`src/hw/csr_pkg.sv`:
```
// Purpose: constants and types for the clock source routing block
// Assumes: 32-bit apb, each register one word at four times its index
// Notes: defaults below are what reset and power-up leave active
// Operation
// - power-up: pll off, clk through divider
// - power field 01b holds pll powered down
// - power field 00b runs pll normally
// - divider ratio field defaults 010b, divide four
// - divider path never divides below two
// - bypass bit 0 feeds distribution from divider
// - source bit 0 selects external clk input
// - polarity bit sets phase detector sense
// - settings apply only on update write 01h
// - pll on with clk: vco off, clk to prescaler
// - reset restores defaults; software may rewrite them
package csr_pkg;
  // register indices; byte address is four times the index
  localparam logic [9:0] CSR_IDX_PLL_PWR  = 10'h010;
  localparam logic [9:0] CSR_IDX_VCO_DIV  = 10'h1e0;
  localparam logic [9:0] CSR_IDX_ROUTING  = 10'h1e1;
  localparam logic [9:0] CSR_IDX_UPDATE   = 10'h232;
  // field positions
  localparam int CSR_POL_BIT    = 7;
  localparam int CSR_BYPASS_BIT = 0;
  localparam int CSR_SRCSEL_BIT = 1;
  // field values
  localparam logic [1:0] CSR_PWR_NORMAL = 2'h0;
  localparam logic [1:0] CSR_PWR_ASYNC  = 2'h1;
  localparam logic [2:0] CSR_DIV_MAX    = 3'h4;
  localparam logic [2:0] CSR_RATIO_MIN  = 3'h2;
  localparam logic [2:0] CSR_RATIO_MAX  = 3'h6;
  localparam logic [7:0] CSR_UPDATE_KEY = 8'h01;
  // reset values
  localparam logic       CSR_RST_POL    = 1'h0;
  localparam logic [2:0] CSR_RST_DIV    = 3'h2;
  localparam logic       CSR_RST_BYPASS = 1'h0;
  localparam logic       CSR_RST_SRCSEL = 1'h0;
  // one set of routing settings
  typedef struct packed {
    logic       pol;     // 1: negative pfd polarity
    logic [1:0] pwr;     // pll power mode
    logic [2:0] div;     // vco divider code
    logic       bypass;  // 1: skip the vco divider
    logic       srcsel;  // 1: internal vco, 0: clk input
  } csr_cfg_t;
  localparam csr_cfg_t CSR_CFG_RST = '{pol: CSR_RST_POL, pwr: CSR_PWR_ASYNC,
    div: CSR_RST_DIV, bypass: CSR_RST_BYPASS, srcsel: CSR_RST_SRCSEL};
endpackage

```
`src/hw/csr_routing.sv`:
```
// Purpose: staged pll power, vco divider and source routing controls
// Assumes: apb master on clock_in; update key commits all settings
// Notes: every output is a flop; reads show staged values
`timescale 1ns/10ps
`default_nettype none
module csr_routing
  import csr_pkg::*;
(
  input  wire logic        clock_in,             // 40 mhz system clock
  input  wire logic        sys_rst_in,           // async reset, high
  input  wire logic        psel_in,              // apb select
  input  wire logic        penable_in,           // apb access phase
  input  wire logic        pwrite_in,            // apb direction
  input  wire logic [11:0] paddr_in,             // apb byte address
  input  wire logic [31:0] pwdata_in,            // apb write data
  output logic      [31:0] prdata_out,           // apb read data
  output logic             pready_out,           // apb ready
  output logic             pslverr_out,          // apb error, unmapped
  output logic             pll_enable_out,       // pll running
  output logic             pll_async_pd_out,     // pll async power-down
  output logic             pfd_neg_pol_out,      // negative pfd sense
  output logic      [2:0]  vco_div_ratio_out,    // applied ratio 2..6
  output logic             dist_from_div_out,    // dist fed by divider
  output logic             src_vco_out,          // vco is the source
  output logic             int_vco_pwr_out,      // internal vco powered
  output logic             ext_to_prescaler_out, // clk input to prescaler
  output csr_cfg_t         active_cfg_out        // committed settings
);

  // staged settings written by software
  csr_cfg_t   stage;
  // apb decode
  logic [9:0] idx;          // register index
  logic       access;       // access phase, not yet answered
  logic       done;         // transfer completes this edge
  logic       wr_done;      // write completes this edge
  logic       mapped;       // index hits a register
  logic       upd_fire;     // commit of staged settings
  logic [31:0] next_rdata;  // read mux
  logic [2:0] next_ratio;   // decoded divider ratio

  assign idx     = paddr_in[11:2];
  assign access  = psel_in && penable_in && !pready_out;
  assign done    = psel_in && penable_in && pready_out;
  assign wr_done = done && pwrite_in;
  assign mapped  = (idx == CSR_IDX_PLL_PWR) || (idx == CSR_IDX_VCO_DIV) ||
                   (idx == CSR_IDX_ROUTING) || (idx == CSR_IDX_UPDATE);
  // only the exact key commits
  assign upd_fire = wr_done && (idx == CSR_IDX_UPDATE) &&
                    (pwdata_in[7:0] == CSR_UPDATE_KEY);

  // ready one cycle into the access phase, dropped after completion
  always_ff @(posedge clock_in or posedge sys_rst_in) begin
    if (sys_rst_in) begin
      pready_out  <= 1'b0;
      pslverr_out <= 1'b0;
    end else begin
      pready_out  <= access;
      pslverr_out <= access && !mapped;
    end
  end

  // read mux: staged fields, reserved bits zero, update reads zero
  always_comb begin
    next_rdata = '0;
    unique case (idx)
      CSR_IDX_PLL_PWR: begin
        next_rdata[CSR_POL_BIT] = stage.pol;
        next_rdata[1:0]         = stage.pwr;
      end
      CSR_IDX_VCO_DIV: begin
        next_rdata[2:0] = stage.div;
      end
      CSR_IDX_ROUTING: begin
        next_rdata[CSR_BYPASS_BIT] = stage.bypass;
        next_rdata[CSR_SRCSEL_BIT] = stage.srcsel;
      end
      default: begin
        next_rdata = '0;  // update and unmapped read zero
      end
    endcase
  end

  // read data captured with ready
  always_ff @(posedge clock_in or posedge sys_rst_in) begin
    if (sys_rst_in) begin
      prdata_out <= '0;
    end else if (access && !pwrite_in) begin
      prdata_out <= next_rdata;
    end
  end

  // staging writes, taken only at the completing edge
  always_ff @(posedge clock_in or posedge sys_rst_in) begin
    if (sys_rst_in) begin
      stage <= CSR_CFG_RST;
    end else if (wr_done) begin
      if (idx == CSR_IDX_PLL_PWR) begin
        stage.pol <= pwdata_in[CSR_POL_BIT];
        stage.pwr <= pwdata_in[1:0];
      end
      if (idx == CSR_IDX_VCO_DIV) begin
        stage.div <= pwdata_in[2:0];
      end
      if (idx == CSR_IDX_ROUTING) begin
        stage.bypass <= pwdata_in[CSR_BYPASS_BIT];
        stage.srcsel <= pwdata_in[CSR_SRCSEL_BIT];
      end
    end
  end

  // divider code to ratio; codes past the top clamp to the largest
  always_comb begin
    if (stage.div > CSR_DIV_MAX) begin
      next_ratio = CSR_RATIO_MAX;
    end else begin
      next_ratio = stage.div + CSR_RATIO_MIN;
    end
  end

  // active set: defaults from reset, whole set copied on commit
  always_ff @(posedge clock_in or posedge sys_rst_in) begin
    if (sys_rst_in) begin
      active_cfg_out <= CSR_CFG_RST;
    end else if (upd_fire) begin
      active_cfg_out <= stage;
    end
  end

  // decoded controls, also changed only on commit
  always_ff @(posedge clock_in or posedge sys_rst_in) begin
    if (sys_rst_in) begin
      pll_enable_out       <= 1'b0;
      pll_async_pd_out     <= 1'b1;
      pfd_neg_pol_out      <= CSR_RST_POL;
      vco_div_ratio_out    <= CSR_RST_DIV + CSR_RATIO_MIN;
      dist_from_div_out    <= !CSR_RST_BYPASS;
      src_vco_out          <= CSR_RST_SRCSEL;
      int_vco_pwr_out      <= 1'b0;
      ext_to_prescaler_out <= 1'b0;
    end else if (upd_fire) begin
      // pll runs only on the normal code
      pll_enable_out    <= (stage.pwr == CSR_PWR_NORMAL);
      // async code holds the pll down
      pll_async_pd_out  <= (stage.pwr == CSR_PWR_ASYNC);
      pfd_neg_pol_out   <= stage.pol;
      vco_div_ratio_out <= next_ratio;
      dist_from_div_out <= !stage.bypass;
      src_vco_out       <= stage.srcsel;
      // vco powered only when it is the source of a running pll
      int_vco_pwr_out   <= (stage.pwr == CSR_PWR_NORMAL) && stage.srcsel;
      // running pll on clk input: clk goes straight to the prescaler
      ext_to_prescaler_out <= (stage.pwr == CSR_PWR_NORMAL) &&
                              !stage.srcsel;
    end
  end
endmodule // csr_routing
`default_nettype wire

```
`config.mk`:
```
export PLATFORM = sky130hd
export DESIGN_NAME = csr_routing
export DESIGN_NICKNAME = d
export VERILOG_FILES = /design/src/hw/csr_pkg.sv /design/src/hw/csr_routing.sv
export SDC_FILE = /design/constraint.sdc
export NUM_CORES = 1
export LEC_CHECK = 0
export BUFFER_PORTS_ARGS = -buffer_cell sky130_fd_sc_hd__buf_4
export CAP_MARGIN = 20
export CORE_ASPECT_RATIO = 0.75
export CORE_MARGIN = 2
export CORE_UTILIZATION = 30
export CTS_CLUSTER_DIAMETER = 200
export DETAILED_ROUTE_END_ITERATION = 8
export GPL_TIMING_DRIVEN = 0
export PLACE_DENSITY_LB_ADDON = 0.05
export SLEW_MARGIN = 30
export SYNTH_ARGS = -nofsm -noshare
export SYNTH_HDL_FRONTEND = slang
export SYNTH_SLANG_ARGS = --single-unit
export TNS_END_PERCENT = 30
```
`constraint.sdc`:
```
create_clock -name clock_in -period 1.52 [get_ports clock_in]
set_input_delay 0.076 -clock clock_in [delete_from_list [all_inputs] [get_ports clock_in]]
set_output_delay 0.076 -clock clock_in [all_outputs]
set_load 0.02 [all_outputs]
```
# [Yosys cells after proc, flatten, opt, wreduce, memory -nomap -nowiden]
# Index checks and enable logic that the tools add are counted.
[totals] output_inout_bits=52 ff_bits=30 word_cells=53
[classes] n_reduce_logical=22 eq_ne=6 magnitude_cmp=1 n_mux=4 addsub=1
[ops] operator="10-bit by 9-bit == test with 1-bit output (second input constant)" count=2
[ops] operator="10-bit == test (second input constant)" count=1
[ops] operator="10-bit by 5-bit == test with 1-bit output (second input constant)" count=1
[ops] operator="1-bit logical AND" count=10
[ops] operator="8-bit by 1-bit == test with 1-bit output (second input constant)" count=1
[ops] operator="2-bit case mux with 3 select lines" count=1
[ops] operator="2-bit AND reduction" count=3
[ops] operator="1-bit zero test" count=5
[ops] operator="3-bit by 2-bit adder with 3-bit output (second input constant)" count=1
[ops] operator="3-bit greater-than comparator (second input constant)" count=1
[ops] operator="1-bit logical OR" count=3
[ops] operator="3-bit 2-to-1 mux" count=1
[ops] operator="2-bit by 1-bit == test with 1-bit output (second input constant)" count=1
[ops] operator="2-bit zero test" count=1
[ops] operator="1-bit 2-to-1 mux" count=2

# [Depth between registers and ports, before layout]
[depth] ltp_word=6 ltp_mapped=5 depth_no_buf=4

# [Least setup slack after synthesis]
# Ideal clock, no wire load.
[synth_timing] kind="register -> register" startpoint="register pready_out" endpoint="register active_cfg_out[0] (netlist bit)" path_stages_with_launch=6 setup_ps=127 t_arrival_ps=1572 setup_slack_ps=-180 n_path_buf=1 cell_sequence="dfrtp_1 -> and4_1 -> nand3_1 -> nor2_2 -> buf_6 -> mux2_1"
[synth_via] elab_chain_len=4
[synth_rtl] item="from (decl)" line="csr_routing.sv:17" source="output logic pready_out,"
[synth_rtl] item="from (signal assigned)" line="csr_routing.sv:58" source="pready_out <= access;"
[synth_rtl] item="1-bit logical AND" line="csr_routing.sv:44" source="assign done = psel_in && penable_in && pready_out;"
[synth_rtl] item="1-bit logical AND" line="csr_routing.sv:45" source="assign wr_done = done && pwrite_in;"
[synth_rtl] item="1-bit logical AND (2 in series)" line="csr_routing.sv:49" source="assign upd_fire = wr_done && (idx == CSR_IDX_UPDATE) &&"
[synth_rtl] item="to (signal assigned)" line="csr_routing.sv:126" source="active_cfg_out <= stage;"
[synth_rtl] item="to (decl)" line="csr_routing.sv:27" source="output csr_cfg_t active_cfg_out"
# Every way passes these cells.
# A chain may end at the register's enable or synchronous reset.

# [Worst setup path after layout]
[layout_timing] startpoint="register pready_out" endpoint="register active_cfg_out[1] (netlist bit)"
# The elaborated chain is that of the path after synthesis.

==> results.yml <==
outcome:
  status: "complete, no violations"
synth:
  syn_inst: 137
  yosys_warnings: 0
  synth-seq-cells: 30
  seq_area_frac_synth_pct: 47.65
  synth_area_per_cell_sq_um: 11.64
  netlist_area_sq_um: 1594
  post_synth_num_cell_types: 35
power_and_ir_drop:
  worst_ir_drop_vdd_uv: 269.3
  finalPower_mw: 1.818
  power_density_nw_per_um2: 788.7
  p_leak_nw: 1.201
placed_design:
  portBuffers: 46
  dp_slack_ns: -0.1781
  gp_congestion: 0.7973
  postPlaceCellArea_sq_um: 2167
  dpl.hpwl_mm: 2.656
global_route:
  grt_first_pass_wirelength_mm: 5.575
  grt_pass1_vias: 1155
  grt_max_degree: 31
  antenna_found_initial: 0
  overflow: 0
  grt_usage_pct: 12.56
layout:
  fin_util_pct: 46.00
  post-route-cell-area_sq_um: 2305
  fillers: 490
  fin_nets: 269
  antenna_cells: 0
  synthToLayoutAreaGrowth_pct: 44.58
  drive_gt1_share_pct: 56.11
floorplan:
  core-area_sq_um: 5010
  io_pins: 101
  die_w_um: 88.17
  start_util_pct: 31.82
  die_y_um: 67.13
  dieArea_sq_um: 5918
  rows: 22
timing:
  finalCritPeriodShare_pct: 97.55
  tightest_slew_ns: 0.6322
  rsz0062_at_grt: "true"
  setup_viol: 0
  skew_ns: 0.006917
  tns_ns: 0
  hold_viol: 0
  maxSlewHeadroom_pct: 57.79
  period_needed_ns: 1.483
  drv_slew: 0
  layout_setup_ws_ns: 0.03727
  fmax_mhz: 674.4
detailed_routing:
  detail_route.first_pass.iterations: 4
  via_per_inst: 4.041
  routed_wl_mm: 3.418
  detail-route-antenna-nets: 0
  drt_iter0_markers: 54
  dr_total_vias: 1184
  post_drt_wl_per_cell_um: 11.67
  drc: 0
worst_setup_path:
  cp.required_ns: 1.69
  startpoint_type: "register"
  r2r_slack_ns: 0.04
  crit_type: "register to register"
  cp-end-kind: "register"
  crit_fanout: 10
  worstPathArrival_ns: 1.65
clock_tree:
  clk_pin_slew_ns: 0.06
  cts-root-buf: "clkbuf_8"
  cts.path.max_buffers: 2
  insertion_delay_ns: 0.28
  numCtsBuffers: 5
  cts_tree: "done"
  cts.sinks: 30
  ctsHtreeMaxLevel: 2
hold_path:
  min_path_type: "input port to register"
flow_run:
  max_cap_violations: 0
state kept, by name, summed over array words and instances (netlist names), 3 cells and up:
register	flops
prdata_out	4
vco_div_ratio_out	3
stage	8
active_cfg_out	7
synth_stat cells:
library cell / number / area share [%]
buf_4: 30 / 14
dfrtp_1: 23 / 36
mux2_2: 13 / 9.2
dfstp_2: 7 / 12
mux2_1: 7 / 4.9
nand2_1: 7 / 1.6
nor2_1: 6 / 1.4
inv_1: 5 / 1.2
nand3_1: 4 / 1.3
mux2_4: 3 / 2.8
mux2i_1: 3 / 1.9
o21ai_0: 3 / 0.94
a22oi_1: 2 / 0.94
nand4_1: 2 / 0.78
nor2b_1: 2 / 0.78
a21oi_1: 1 / 0.31
and3_1: 1 / 0.39
and4_1: 1 / 0.55
buf_6: 1 / 0.71
clkbuf_1: 1 / 0.24
conb_1: 1 / 0.24
nand2b_1: 1 / 0.39
nand3b_1: 1 / 0.47
nand4b_1: 1 / 0.55
nor2_2: 1 / 0.39
nor3_1: 1 / 0.31
nor3_4: 1 / 1.0
nor3b_1: 1 / 0.47
nor3b_4: 1 / 1.2
nor4_1: 1 / 0.39
nor4b_1: 1 / 0.55
nor4bb_1: 1 / 0.63
o41ai_1: 1 / 0.55
or3_1: 1 / 0.39
or3b_4: 1 / 0.71
kinds of logic (layout without fill, tap and decap cells):
kind of cell | count (synthesis) | count (layout) | share of synthesized area [%]
AO/OA/AOI/OAI | 7 | 7 | 2.746
buffers and inverters | 37 | 94 | 16.25
AND/OR/NAND/NOR | 36 | 36 | 14.29
other | 1 | 28 | 0.2353
flip-flops | 30 | 30 | 47.65
multiplexers | 26 | 26 | 18.84
path summary, 6_finish.rpt:
check	start	endpoint	cells after the start
setup / recovery	pready_out	active_cfg_out[1]	5
hold / removal	pwdata_in[2]	stage[4]	2
setup reg to reg	pready_out	active_cfg_out[1]	5
hold reg to reg	vco_div_ratio_out[2]	vco_div_ratio_out[2]	2
max in group asynchronous	sys_rst_in	pready_out	3
min in group asynchronous	sys_rst_in	ext_to_prescaler_out	3
critical path, cell delays in order, from the launching register on:
cell and delay [ns]:
dfrtp_2 0.38, and4_4 0.25, nand3_2 0.10, nor2_4 0.16, buf_8 0.18, mux2_4 0.30
where the power goes:
part / leakage (nW) / total, mW / internal, mW / switching [mW]
sequential: 0.386 / 0.805 / 0.803 / 0.00213
combinational: 0.757 / 0.225 / 0.101 / 0.124
clock: 0.0579 / 0.787 / 0.482 / 0.306
total: 1.20 / 1.82 / 1.39 / 0.432
layout make-up:
| cell class | instances | area (sq um) | share of cell area [%] |
|---|---|---|---|
| Timing Repair Buffer | 49 | 370.4 | 16.07 |
| Multi-Input combinational cell | 97 | 711.9 | 30.89 |
| Clock buffer | 5 | 68.82 | 2.986 |
| Clock inverter | 3 | 40.04 | 1.737 |
| Tap cell | 72 | 90.09 | 3.909 |
| Buffer | 32 | 244.0 | 10.59 |
| Sequential cell | 30 | 760.7 | 33.01 |
| Inverter | 5 | 18.77 | 0.8143 |
through the flow:
stage / hold WS, ns / std cells
global route: 0.04655 / 293
global placement: 0.3281 / 282
CTS: 0.03563 / 293
finish: 0.04694 / 293
detailed placement: 0.2211 / 282
floorplan: 0.1616 / 164
placed cells by master (no fill, tap or decap), types with 2 or more instances in the layout:
cell type  count
buf_4         78
conb_1        28
dfrtp_1       22
mux2_2        13
mux2_4         9
nand2_1        7
dfstp_2        7
nor2_1         6
clkbuf_8       5
inv_1          4
mux2i_1        3
nand3_1        3
o21ai_0        3
nand4_1        2
nor2b_1        2
a22oi_1        2
clkinv_2       2
what timing repair did:
| item | in CTS | in global routing |
|---|---|---|
| pin swaps | 1 | 0 |
| gates resized for setup | 0 | 1 |
| setup endpoints to repair | 7 | 11 |
| hold endpoints to repair | 23 | 0 |
| hold buffers | 1 | 0 |
| setup buffers | 2 | 0 |
routing by layer:
metal	GRT usage, %	up-vias	part of all wire [%]
met3	4.833	6	8.1
met2	18.89	49	44
met1	16.91	549	47
li1	-	580	-
met4	3.409	0	1.4
met5	0	-	0
No activity file was read; power rests on OpenSTA's default activity.
